--- src/design/qrsc_pkg.sv ---
package qrsc_pkg;

	// Control clock
	localparam int unsigned CLK_HZ = 40_000_000;
	localparam int unsigned CLK_NS = 25;

	// Soft-start: total ramp and steps
	localparam int unsigned SS_TIME_MS = 12;
	localparam int unsigned SS_STEPS = 4;
	localparam int unsigned SS_STEP_CYC = (SS_TIME_MS * (CLK_HZ / 1000)) / SS_STEPS;
	// Peak ceiling codes in millivolts, start and end
	localparam logic [9:0] SS_START_MV = 10'h140;
	localparam logic [9:0] SS_END_MV = 10'h3E8;
	localparam logic [9:0] SS_INC_MV = 10'(({22'h0, SS_END_MV} - {22'h0, SS_START_MV}) / SS_STEPS);

	// Valley counter evaluation period
	localparam int unsigned EVAL_TIME_MS = 48;
	localparam int unsigned EVAL_CYC = EVAL_TIME_MS * (CLK_HZ / 1000);

	// Valley and crossing counter limits
	localparam logic [2:0] VALLEY_MIN = 3'h1;
	localparam logic [2:0] VALLEY_MAX = 3'h7;
	localparam logic [2:0] VALLEY_RST = 3'h1;
	localparam logic [2:0] ZC_MAX = 3'h7;

	// Overvoltage qualification time, rounded up
	localparam int unsigned OVP_TIME_US = 100;
	localparam int unsigned OVP_CYC = (OVP_TIME_US * 1000 + CLK_NS - 1) / CLK_NS;

	// Unspecified intervals, plain defaults in cycles
	localparam int unsigned SHORT_SUPP_CYC = 40;
	localparam int unsigned LONG_SUPP_CYC = 120;
	localparam int unsigned MAX_OFF_CYC = 2000;
	localparam int unsigned LEB_CYC = 12;
	localparam int unsigned MAX_ON_CYC = 800;

	// Synchroniser depth
	localparam int unsigned SYNC_STAGES = 2;

	// Raw comparator results
	typedef struct packed {
		logic fb_above_up;      // feedback_level above count_up_threshold
		logic fb_above_down;    // feedback_level above count_down_threshold
		logic fb_above_reset;   // feedback_level above counter_reset_threshold
		logic cs_above_fb;      // scaled current sense above feedback_level
		logic ws_above_cross;   // winding sense above crossing_detect_threshold
		logic ws_above_ovp;     // winding sense above output_overvoltage_threshold
		logic ws_above_supp;    // winding sense above suppression_select_threshold
	} qrsc_cmp_s;

	localparam int unsigned CMP_W = $bits(qrsc_cmp_s);

	// Observed state
	typedef struct packed {
		logic [2:0] valley;
		logic [2:0] crossings;
		logic [9:0] ceiling_mv;
		logic soft_start;
		logic latched_off;
	} qrsc_stat_s;

endpackage : qrsc_pkg

--- src/design/qrsc_sync.sv ---
`timescale 1ns/1ps
`default_nettype none
module qrsc_sync #(
	parameter int unsigned WIDTH = 1,
	parameter int unsigned STAGES = 2
) (
	input wire logic clk,
	input wire logic arst_n,
	input wire logic [WIDTH-1:0] din,
	output logic [WIDTH-1:0] dout
);
	logic [WIDTH-1:0] stage_q [STAGES];

	always_ff @(posedge clk or negedge arst_n) begin
		if (!arst_n) begin
			for (int i = 0; i < int'(STAGES); i++) begin
				stage_q[i] <= '0;
			end
		end else begin
			stage_q[0] <= din;
			for (int i = 1; i < int'(STAGES); i++) begin
				stage_q[i] <= stage_q[i-1];
			end
		end
	end

	assign dout = stage_q[STAGES-1];
endmodule : qrsc_sync
`default_nettype wire

--- src/design/qrsc_top.sv ---
// Summary of operation
// - At start, peak ceiling ramps digitally over 12 ms in four equal steps.
// - Ramp ceiling starts at 0.32 V and ends at 1 V.
// - Turn-on from crossings and valley count; turn-off from feedback versus current.
// - Feedback compared against three thresholds; valley counter updated every 48 ms.
// - Feedback always below low threshold: valley counter increments, saturating at 7.
// - Feedback crossed low but never high threshold: valley counter holds.
// - Feedback crossed high but not reset threshold: valley counter decrements to 1.
// - Feedback above reset threshold forces valley counter to 1 immediately.
// - Valley counter stays within 1 to 7; out-of-range steps are dropped.
// - Valley counter starts at 1 after reset.
// - Low and high thresholds chosen by line level, outside via comparator inputs.
// - After turn-off, each falling crossing of 100 mV adds one, up to 7.
// - Crossing counter clears whenever gate drive rises.
// - Winding sense above overvoltage threshold while off latches drive off.
// - Overvoltage must persist continuously 100 us before latch-off.
// - Suppression interval after turn-off: long if sense low, short otherwise.
// - Gate drive stays low throughout ringing suppression interval.
// - After suppression, turn on once crossings reach valley count.
// - Turn on after maximum off-time regardless of crossings, unless overvoltage latches drive off.
// - Turn off when scaled current sense exceeds feedback level.
// - Switch-off comparator ignored during leading-edge blanking, the minimum on-time.
// - Turn off when on longer than maximum on-time.
`timescale 1ns/1ps
`default_nettype none
module qrsc_top
	import qrsc_pkg::*;
#(
	parameter int unsigned SS_STEP_CYCLES = SS_STEP_CYC,
	parameter int unsigned EVAL_CYCLES = EVAL_CYC,
	parameter int unsigned OVP_CYCLES = OVP_CYC,
	parameter int unsigned SHORT_SUPP_CYCLES = SHORT_SUPP_CYC,
	parameter int unsigned LONG_SUPP_CYCLES = LONG_SUPP_CYC,
	parameter int unsigned MAX_OFF_CYCLES = MAX_OFF_CYC,
	parameter int unsigned LEB_CYCLES = LEB_CYC,
	parameter int unsigned MAX_ON_CYCLES = MAX_ON_CYC
) (
	input wire logic clk,
	input wire logic arst_n,
	input wire qrsc_pkg::qrsc_cmp_s cmp_raw,
	output logic gate_drive_output,
	output logic [9:0] peak_ceiling_mv,
	output qrsc_pkg::qrsc_stat_s status
);
	import qrsc_pkg::*;

	localparam int CW = 32;

	typedef enum logic [1:0] {
		QRSC_OFF_SUPP = 2'b00,
		QRSC_OFF_WAIT = 2'b01,
		QRSC_ON = 2'b10,
		QRSC_LATCHED = 2'b11
	} qrsc_state_e;

	qrsc_cmp_s cmp;
	qrsc_state_e state_q;
	logic [CW-1:0] phase_cnt_q;
	logic [CW-1:0] ss_cnt_q;
	logic [2:0] ss_step_q;
	logic [9:0] ceiling_q;
	logic [CW-1:0] eval_cnt_q;
	logic seen_up_q;
	logic seen_down_q;
	logic [2:0] valley_q;
	logic [2:0] zc_q;
	logic ws_cross_prev_q;
	logic [CW-1:0] ovp_cnt_q;
	logic ovp_trip;
	logic [CW-1:0] supp_len_q;
	logic gate_q;
	logic period_end;
	logic turn_on;
	logic turn_off;
	logic cross_fall;

	qrsc_sync #(
		.WIDTH(CMP_W),
		.STAGES(SYNC_STAGES)
	) u_sync (
		.clk(clk),
		.arst_n(arst_n),
		.din(cmp_raw),
		.dout(cmp)
	);

	// Soft-start ramp of the peak ceiling
	always_ff @(posedge clk or negedge arst_n) begin
		if (!arst_n) begin
			ss_cnt_q <= '0;
			ss_step_q <= '0;
			ceiling_q <= SS_START_MV;
		end else if (ss_step_q < 3'(SS_STEPS)) begin
			if (ss_cnt_q >= CW'(SS_STEP_CYCLES - 1)) begin
				ss_cnt_q <= '0;
				ss_step_q <= ss_step_q + 3'h1;
				ceiling_q <= (ss_step_q == 3'(SS_STEPS - 1)) ? SS_END_MV : ceiling_q + SS_INC_MV;
			end else begin
				ss_cnt_q <= ss_cnt_q + CW'(1);
			end
		end
	end

	// Evaluation period timer
	assign period_end = (eval_cnt_q >= CW'(EVAL_CYCLES - 1));

	always_ff @(posedge clk or negedge arst_n) begin
		if (!arst_n) begin
			eval_cnt_q <= '0;
		end else if (period_end) begin
			eval_cnt_q <= '0;
		end else begin
			eval_cnt_q <= eval_cnt_q + CW'(1);
		end
	end

	// Threshold crossings seen within the current period
	always_ff @(posedge clk or negedge arst_n) begin
		if (!arst_n) begin
			seen_up_q <= 1'b0;
			seen_down_q <= 1'b0;
		end else if (period_end) begin
			seen_up_q <= 1'b0;
			seen_down_q <= 1'b0;
		end else begin
			seen_up_q <= seen_up_q | cmp.fb_above_up;
			seen_down_q <= seen_down_q | cmp.fb_above_down;
		end
	end

	// Valley counter
	always_ff @(posedge clk or negedge arst_n) begin
		if (!arst_n) begin
			valley_q <= VALLEY_RST;
		end else if (cmp.fb_above_reset) begin
			valley_q <= VALLEY_RST;
		end else if (period_end) begin
			if (!(seen_up_q | cmp.fb_above_up)) begin
				if (valley_q < VALLEY_MAX) begin
					valley_q <= valley_q + 3'h1;
				end
			end else if (seen_down_q | cmp.fb_above_down) begin
				if (valley_q > VALLEY_MIN) begin
					valley_q <= valley_q - 3'h1;
				end
			end
			// Crossed only the low threshold: hold value
		end
	end

	// Falling crossings of the winding sense while off
	assign cross_fall = ws_cross_prev_q & ~cmp.ws_above_cross;

	always_ff @(posedge clk or negedge arst_n) begin
		if (!arst_n) begin
			ws_cross_prev_q <= 1'b0;
		end else begin
			ws_cross_prev_q <= cmp.ws_above_cross;
		end
	end

	always_ff @(posedge clk or negedge arst_n) begin
		if (!arst_n) begin
			zc_q <= '0;
		end else if (turn_on) begin
			zc_q <= '0;
		end else if (!gate_q && cross_fall && zc_q < ZC_MAX) begin
			zc_q <= zc_q + 3'h1;
		end
	end

	// Output overvoltage qualification during off-time
	assign ovp_trip = (ovp_cnt_q >= CW'(OVP_CYCLES - 1)) && cmp.ws_above_ovp && !gate_q;

	always_ff @(posedge clk or negedge arst_n) begin
		if (!arst_n) begin
			ovp_cnt_q <= '0;
		end else if (gate_q || !cmp.ws_above_ovp) begin
			ovp_cnt_q <= '0;
		end else if (!ovp_trip) begin
			ovp_cnt_q <= ovp_cnt_q + CW'(1);
		end
	end

	// Switch decisions
	always_comb begin
		turn_on = 1'b0;
		turn_off = 1'b0;
		unique case (state_q)
			QRSC_OFF_SUPP: turn_on = !ovp_trip && phase_cnt_q >= CW'(MAX_OFF_CYCLES - 1);
			QRSC_OFF_WAIT: turn_on = !ovp_trip && (zc_q >= valley_q
				|| phase_cnt_q >= CW'(MAX_OFF_CYCLES - 1));
			QRSC_ON: turn_off = ovp_trip || phase_cnt_q >= CW'(MAX_ON_CYCLES - 1)
				|| (cmp.cs_above_fb && phase_cnt_q >= CW'(LEB_CYCLES));
			QRSC_LATCHED: turn_on = 1'b0;
		endcase
	end

	// Gate state machine; phase counter times both on and off intervals
	always_ff @(posedge clk or negedge arst_n) begin
		if (!arst_n) begin
			state_q <= QRSC_OFF_SUPP;
			phase_cnt_q <= '0;
			supp_len_q <= CW'(LONG_SUPP_CYCLES);
			gate_q <= 1'b0;
		end else begin
			unique case (state_q)
				QRSC_OFF_SUPP: begin
					phase_cnt_q <= phase_cnt_q + CW'(1);
					if (ovp_trip) begin
						state_q <= QRSC_LATCHED;
					end else if (turn_on) begin
						state_q <= QRSC_ON;
						phase_cnt_q <= '0;
						gate_q <= 1'b1;
					end else if (phase_cnt_q >= supp_len_q - CW'(1)) begin
						state_q <= QRSC_OFF_WAIT;
					end
				end
				QRSC_OFF_WAIT: begin
					phase_cnt_q <= phase_cnt_q + CW'(1);
					if (ovp_trip) begin
						state_q <= QRSC_LATCHED;
					end else if (turn_on) begin
						state_q <= QRSC_ON;
						phase_cnt_q <= '0;
						gate_q <= 1'b1;
					end
				end
				QRSC_ON: begin
					phase_cnt_q <= phase_cnt_q + CW'(1);
					if (turn_off) begin
						state_q <= QRSC_OFF_SUPP;
						phase_cnt_q <= '0;
						gate_q <= 1'b0;
						// Interval chosen from winding level at turn-off
						supp_len_q <= cmp.ws_above_supp ? CW'(SHORT_SUPP_CYCLES)
							: CW'(LONG_SUPP_CYCLES);
					end
				end
				QRSC_LATCHED: begin
					gate_q <= 1'b0;
				end
			endcase
		end
	end

	assign gate_drive_output = gate_q;
	assign peak_ceiling_mv = ceiling_q;
	// Line-level threshold selection happens in the comparator bank
	assign status = '{valley: valley_q, crossings: zc_q, ceiling_mv: ceiling_q,
		soft_start: (ss_step_q < 3'(SS_STEPS)), latched_off: (state_q == QRSC_LATCHED)};
endmodule : qrsc_top
`default_nettype wire

--- config.mk ---
export PLATFORM = sky130hd
export DESIGN_NAME = qrsc_top
export DESIGN_NICKNAME = d
export VERILOG_FILES = /design/src/design/qrsc_pkg.sv /design/src/design/qrsc_sync.sv /design/src/design/qrsc_top.sv
export SDC_FILE = /design/constraint.sdc
export NUM_CORES = 1
export LEC_CHECK = 0
export BUFFER_PORTS_ARGS = -buffer_cell sky130_fd_sc_hd__buf_2
export CORE_MARGIN = 1.5
export CORE_UTILIZATION = 40
export CTS_BUF_LIST = sky130_fd_sc_hd__clkbuf_8
export CTS_CLUSTER_DIAMETER = 60
export DETAILED_ROUTE_END_ITERATION = 16
export MAX_ROUTING_LAYER = met4
export PLACE_DENSITY_LB_ADDON = 0.08
export SYNTH_ARGS = -nofsm -noshare
export SYNTH_HDL_FRONTEND = slang
export SYNTH_SLANG_ARGS = --single-unit
--- constraint.sdc ---
create_clock -name clk -period 3.3 [get_ports clk]
set_input_delay 0.165 -clock clk [delete_from_list [all_inputs] [get_ports clk]]
set_output_delay 0.165 -clock clk [all_outputs]
set_load 0.01 [all_outputs]
; After elaboration in Yosys (flattened, before gate mapping)
; Index checks and enable logic that the tools add are counted.
[totals]
out_inout_bits = 29
wordCells = 113
reg_bits = 199
input_bits = 9
[classes]
addsub = 10
order_cmp = 12
bitwise = 4
n_reduce_logical = 26
n_mux = 33
eq_ne = 12
[ops]
columns = cell, count
row1 = 32-bit two-way mux, 7
row2 = "32-bit by 1-bit adder with 32-bit output, second input constant", 4
row3 = 32-bit one-hot mux with 2 select lines, 1
row4 = "32-bit by 10-bit greater-or-equal comparator with 1-bit output, second input constant", 1
row5 = "32-bit by 11-bit greater-or-equal comparator with 1-bit output, second input constant", 1
row6 = "32-bit by 12-bit greater-or-equal comparator with 1-bit output, second input constant", 1
row7 = "32-bit by 17-bit greater-or-equal comparator with 1-bit output, second input constant", 1
row8 = "32-bit by 21-bit greater-or-equal comparator with 1-bit output, second input constant", 1
row9 = 32-bit greater-or-equal comparator, 1
row10 = "32-bit by 4-bit greater-or-equal comparator with 1-bit output, second input constant", 1
row11 = "32-bit by 1-bit subtractor with 32-bit output, second input constant", 1
row12 = 3-bit two-way mux, 8
row13 = 2-bit two-way mux, 6
row14 = "10-bit by 8-bit adder with 10-bit output, second input constant", 1
row15 = 10-bit two-way mux, 1
row16 = "3-bit by 1-bit adder with 3-bit output, second input constant", 3
row17 = "3-bit less-than comparator, second input constant", 3
row18 = 4-bit AND reduction, 2
row19 = 1-bit logical AND, 7
row20 = 7-bit two-way mux, 1
row21 = 1-bit two-way mux, 6
row22 = "3-bit by 1-bit != test with 1-bit output, second input constant", 2
row23 = 2-bit one-hot mux with 3 select lines, 1
row24 = 2-bit nonzero test, 3
row25 = 22 further kinds, 33

; Depth between registers and ports, before layout
[logic_depth]
ltp_word = 9
mapped_depth = 11
depth_no_buf = 8

; By module
; A second synthesis with hierarchy kept.
[unflattened]
cells_unflattened = 775
area_unflattened_um2 = 7982.7
[modules_own_cells]
columns = mod, seq_area_each_um2, area_each_um2, cells_per_inst, n_inst
row1 = qrsc_top, 3833.7, 7579.8, 754, 1
row2 = qrsc_sync, 350.3, 402.9, 21, 1

; Least setup slack after synthesis
; Ideal clock, no wire load.
[synth_path]
path_type = reg2reg
from = register valley_q[0]
to = register state_q[0]
slack_ns = 0.949
required_ns = 3.175
path_stages_with_launch = 9
synth_period_minus_slack_ns = 2.351
n_path_buf = 1
setup_time_ns = 0.125
arrival_ns = 2.226
cell_sequence = dfstp_2 -> ha_1 -> nand2b_1 -> a211oi_1 -> o32ai_1 -> o211a_1 -> buf_6 -> o31ai_4 -> mux2_2
[synth_between]
elab_chain_len = 7
elab_cells_between_ends = 10
cone_classes = order compare (1) / eq/ne (2) / mux (4) / reduce/logical (3)
[synth_lines]
columns = element, line
row1 = start: declaration, qrsc_top.sv:65  ; logic [2:0] valley_q;
row2 = start signal: assignment, qrsc_top.sv:140  ; valley_q <= valley_q + 3'h1;
row3 = start signal: assignment, qrsc_top.sv:144  ; valley_q <= valley_q - 3'h1;
row4 = 3-bit greater-or-equal comparator *, qrsc_top.sv:191  ; QRSC_OFF_WAIT: turn_on = !ovp_trip && (zc_q >= valley_q
row5 = 1-bit logical OR *, qrsc_top.sv:192  ; || phase_cnt_q >= CW'(MAX_OFF_CYCLES - 1));
row6 = 1-bit logical AND *, qrsc_top.sv:191
row7 = 1-bit one-hot mux with 2 select lines *, qrsc_top.sv:189  ; unique case (state_q)
row8 = 2-bit two-way mux, qrsc_top.sv:212  ; end else if (turn_on) begin
row9 = 2-bit two-way mux, qrsc_top.sv:210  ; if (ovp_trip) begin
row10 = 2-bit one-hot mux with 3 select lines, qrsc_top.sv:207  ; unique case (state_q)
row11 = end signal: assignment, qrsc_top.sv:211  ; state_q <= QRSC_LATCHED;
row12 = end signal: assignment, qrsc_top.sv:213  ; state_q <= QRSC_ON;
row13 = end signal: assignment, qrsc_top.sv:217  ; state_q <= QRSC_OFF_WAIT;
row14 = end: declaration, qrsc_top.sv:57  ; qrsc_state_e state_q;
; Every way passes the cells marked *; elsewhere a longest branch is shown, timed or not.
; A chain may end at the register's enable or synchronous reset.

; Final worst setup path
[layout_path]
from = register ovp_cnt_q[0]
to = register phase_cnt_q[4]
[layout_between]
elab_chain_len = 9
elab_cells_between_ends = 14
cone_classes = order compare (1) / mux (6) / reduce/logical (7)
[layout_lines]
columns = element, line
row1 = start: declaration, qrsc_top.sv:68  ; logic [CW-1:0] ovp_cnt_q;
row2 = start signal: assignment, qrsc_top.sv:181  ; ovp_cnt_q <= ovp_cnt_q + CW'(1);
row3 = 32-bit by 12-bit greater-or-equal comparator with 1-bit output *, qrsc_top.sv:173  ; assign ovp_trip = (ovp_cnt_q >= CW'(OVP_CYCLES - 1)) && cmp.ws_above_ovp && !gate_q;
row4 = 1-bit logical AND * (2 in series), qrsc_top.sv:173
row5 = 1-bit zero test, "qrsc_top.sv:190, qrsc_top.sv:191"
row6 = "1-bit logical AND, on equally long branches", "qrsc_top.sv:191, qrsc_top.sv:190"
row7 = 1-bit one-hot mux with 2 select lines, qrsc_top.sv:189
row8 = 32-bit two-way mux, "qrsc_top.sv:212, qrsc_top.sv:224"
row9 = 32-bit two-way mux, qrsc_top.sv:222  ; if (ovp_trip) begin
row10 = 32-bit one-hot mux with 2 select lines *, qrsc_top.sv:207
row11 = end signal: assignment, qrsc_top.sv:209  ; phase_cnt_q <= phase_cnt_q + CW'(1);
row12 = end signal: assignment, qrsc_top.sv:221  ; phase_cnt_q <= phase_cnt_q + CW'(1);
row13 = end signal: assignment, qrsc_top.sv:231  ; phase_cnt_q <= phase_cnt_q + CW'(1);
row14 = end: declaration, qrsc_top.sv:58  ; logic [CW-1:0] phase_cnt_q;
; Marks and branches as above.

==> flow_summary.toml <==
[outcome]
run_status = "complete, no violations"

[finish]
growth_of_design_area_from_synthesis_to_finish_pct = 11.7
finish.net_count = 858
num_antenna_cells = 0
postLayoutCellArea_um2 = 8830
num-fill-cells = 1880
drive_gt1_share_pct = 10.8

[worst_setup_path]
required_ns = 3.58
setup.worst_path.class = "register to register"
worstPathArrival_ns = 3.22
worstPathMaxFanout = 29
crit_path_start_kind = "register"
end_kind = "register"

[timing]
setup_viols_final = 0
slew_headroom_pct = 16.7
timing.final.crit_period_ns = 2.94
final.period_utilization_pct = 89.2
hold_slack_ns = 0.339
fmax_mhz = 340
worst_pin_slew_ns = 1.24
fin_skew_ns = 0.0119
final_hold_viol_count = 0
rsz0062_at_grt = "no"
timing.setup.tns_ns = 0
final-max-slew-violation-count = 0

[clock_tree]
ctsHtreeMaxLevel = 4
tritoncts = "yes"
tritoncts_num_sinks = 167
clock_path_buffers = 2
tritoncts.num_buffers = 17
clk_transition_reported_paths_ns = 0.10
clock_latency_reported_for_the_late_side_of_the_worst_skew_pair_ns = 0.45
clock_tree_root = "clkbuf_8"

[drt]
detailedRoute.firstIterationViolations = 354
routed-via-count = 5680
antenna_left = 0
route.detailed.vias_per_inst = 5.14
drcViolationCount = 0
wl_final_um = 16100
detail_route.first_pass.iterations = 4
wire_per_inst_um = 14.6

[global_route]
wire_length_of_the_first_global_routing_pass_um = 28000
grt_overflow_total = 0
groute.usage.overall_pct = 17.9
first_global_vias = 5761
grt_max_degree = 85
antenna_violations_before_repair = 0

[place]
dp_hpwl_um = 11000
gp_congestion = 0.826
io_buffer_count = 35
dpl-instance-area_um2 = 8330

[floorplan]
rows = 51
num_io_pins = 38
die_y_um = 144
design.core.area_um2 = 19400
die-width_um = 144
starting_density_pct = 40.7
die-area_um2 = 20600

[min_path]
holdCritPathClass = "input pin to async pin"

[yosys]
syn_inst = 779
post_synthesis_instance_area_um2 = 7900
synth-async-reset-ratio_pct = 100
ys_seq_elements = 167
predominant_post_synthesis_flop_cell = "dfrtp_1"
post_synth_num_cell_types = 59
ys_seq_area_share_pct = 53.0
synthesis.area_per_instance_um2 = 10.1
synth_enable_flop_cells = 0
ys.warnings.count = 0

[flow_run]
max_cap_violations = 0

[pwr]
power_density_nw_per_um2 = 526
vdd_ir_drop_max_mv = 0.253
leakage_nw = 4.07
## sequential cells by signal, indices dropped and copies added, names as in the netlist, 2 cells and up
name,cells
zc_q,3
ss_cnt_q,32
u_sync.dout,7
eval_cnt_q,32
phase_cnt_q,32
ss_step_q,3
state_q,2
ovp_cnt_q,32
valley_q,3
peak_ceiling_mv,9
u_sync.stage_q,7
## cells in the final DEF (no fill, tap or decap), types with 5 or more instances in the layout
master / count
nor2b_1: 11
a211oi_1: 10
dlygate4sd3_1: 8
buf_4: 9
and2_1: 22
inv_6: 5
nand2b_1: 7
nor3_1: 24
dfrtp_1: 163
xor2_1: 28
nand3_1: 29
clkbuf_8: 17
xnor2_1: 34
nor2_1: 116
nand4_1: 22
inv_1: 28
or3_1: 6
o21ai_0: 24
a31oi_1: 12
o31ai_1: 6
conb_1: 13
and4_1: 5
nor4_1: 22
and3_1: 25
buf_2: 34
a21oi_1: 19
ha_1: 22
a41oi_1: 5
nand2_1: 43
## where the power goes
group | internal, W | total, W | switching [W]
clock | 0.000769 | 0.00157 | 0.000805
sequential | 0.00215 | 0.00226 | 0.000108
combinational | 0.000326 | 0.000810 | 0.000485
total | 0.00324 | 0.00464 | 0.00140
## timing repair
item                                   CTS  global route
setup endpoints to repair                0             0
resized for setup                        0             0
endpoints found under the hold margin   85             0
setup buffers                            0             0
hold buffers                             8             0
## stage by stage
stage               util (%)  instances  worst slack [ns]  total power (W)
finish                  45.5       1105             0.356          0.00464
global route            45.5       1105            0.0595          0.00495
CTS                     45.5       1105             0.286          0.00474
detailed placement      42.9       1065             0.301          0.00312
global placement        42.9       1065             0.422          0.00309
floorplan                  -        791             0.949          0.00289
## critical path, cell delays in order, from the launching register on
cell and delay, ns:
dfrtp_1 0.39, ha_1 0.20, nand4_1 0.12, a211oi_1 0.45
o31ai_1 0.21, a31o_2 0.28, o2bb2ai_2 0.94, nor3_1 0.16
## cells in the mapped netlist, types with 3 or more instances
master,number,area [um2]
a211oi_1,10,75.1
a21o_1,3,22.5
a21oi_1,19,95.1
a31oi_1,12,75.1
a41oi_1,5,43.8
and2_1,22,138
and3_1,25,156
and4_1,5,43.8
buf_2,4,20.0
buf_4,11,82.6
buf_6,3,33.8
clkbuf_1,17,63.8
dfrtp_1,163,4080
dfstp_2,4,105
ha_1,22,275
inv_1,28,105
mux2_2,3,33.8
mux2i_1,4,40.0
nand2_1,43,161
nand2b_1,7,43.8
nand3_1,29,145
nand4_1,22,138
nor2_1,116,435
nor2b_1,11,68.8
nor3_1,24,120
nor4_1,22,138
o211ai_1,3,22.5
o21a_1,3,22.5
o21ai_0,24,120
o22ai_1,4,25.0
o31ai_1,6,45.0
o32a_1,3,30.0
or2_2,3,18.8
or3_1,6,37.5
xnor2_1,34,298
xor2_1,28,245
## area by class of cell
type                       count  area, um2  share of cell area [%]
clock inverter                15        189                    2.14
tap                          265        332                    3.76
timing repair buffer          52        329                    3.73
inverter                      28        105                    1.19
clock buffer                  17        234                    2.65
sequential                   167       4180                    47.4
multi-input combinational    561       3460                    39.2
## kinds of logic (layout without fill, tap and decap cells)
kind of cell / after synthesis / after routing / synth area share [%]
simple gates: 340 / 340 / 21.5
flops: 167 / 167 / 53.0
compound gates: 117 / 117 / 10.4
buf+inv: 63 / 112 / 3.86
xor+xnor: 62 / 62 / 6.87
fa+ha+maj: 22 / 22 / 3.48
mux: 7 / 7 / 0.934
other cells: 1 / 13 / 0.0475
## routing by layer
layer  global-route usage, %  share of wire, %  up-vias
li1                        -                 -     2807
met1                    23.0                48     2788
met2                    28.0                47       73
met3                    4.83               3.1       12
met4                    4.67               1.3        0
met5                       -                 0        -
## worst paths after layout
kind / startpoint / to / slack (ns) / depth (start not counted)
setup / recovery: ovp_cnt_q[0] / phase_cnt_q[4] / 0.36 / 7
min in group clk: cmp_raw[5] / u_sync.stage_q[12] / 0.35 / 2
max in group asynchronous: arst_n / supp_len_q[4] / 2.04 / 3
setup reg to reg: ovp_cnt_q[0] / phase_cnt_q[4] / 0.36 / 7
hold / removal: arst_n / phase_cnt_q[28] / 0.34 / 2
hold reg to reg: u_sync.stage_q[12] / u_sync.dout[5] / 0.35 / 0
No activity file was read; power rests on OpenSTA's default activity.
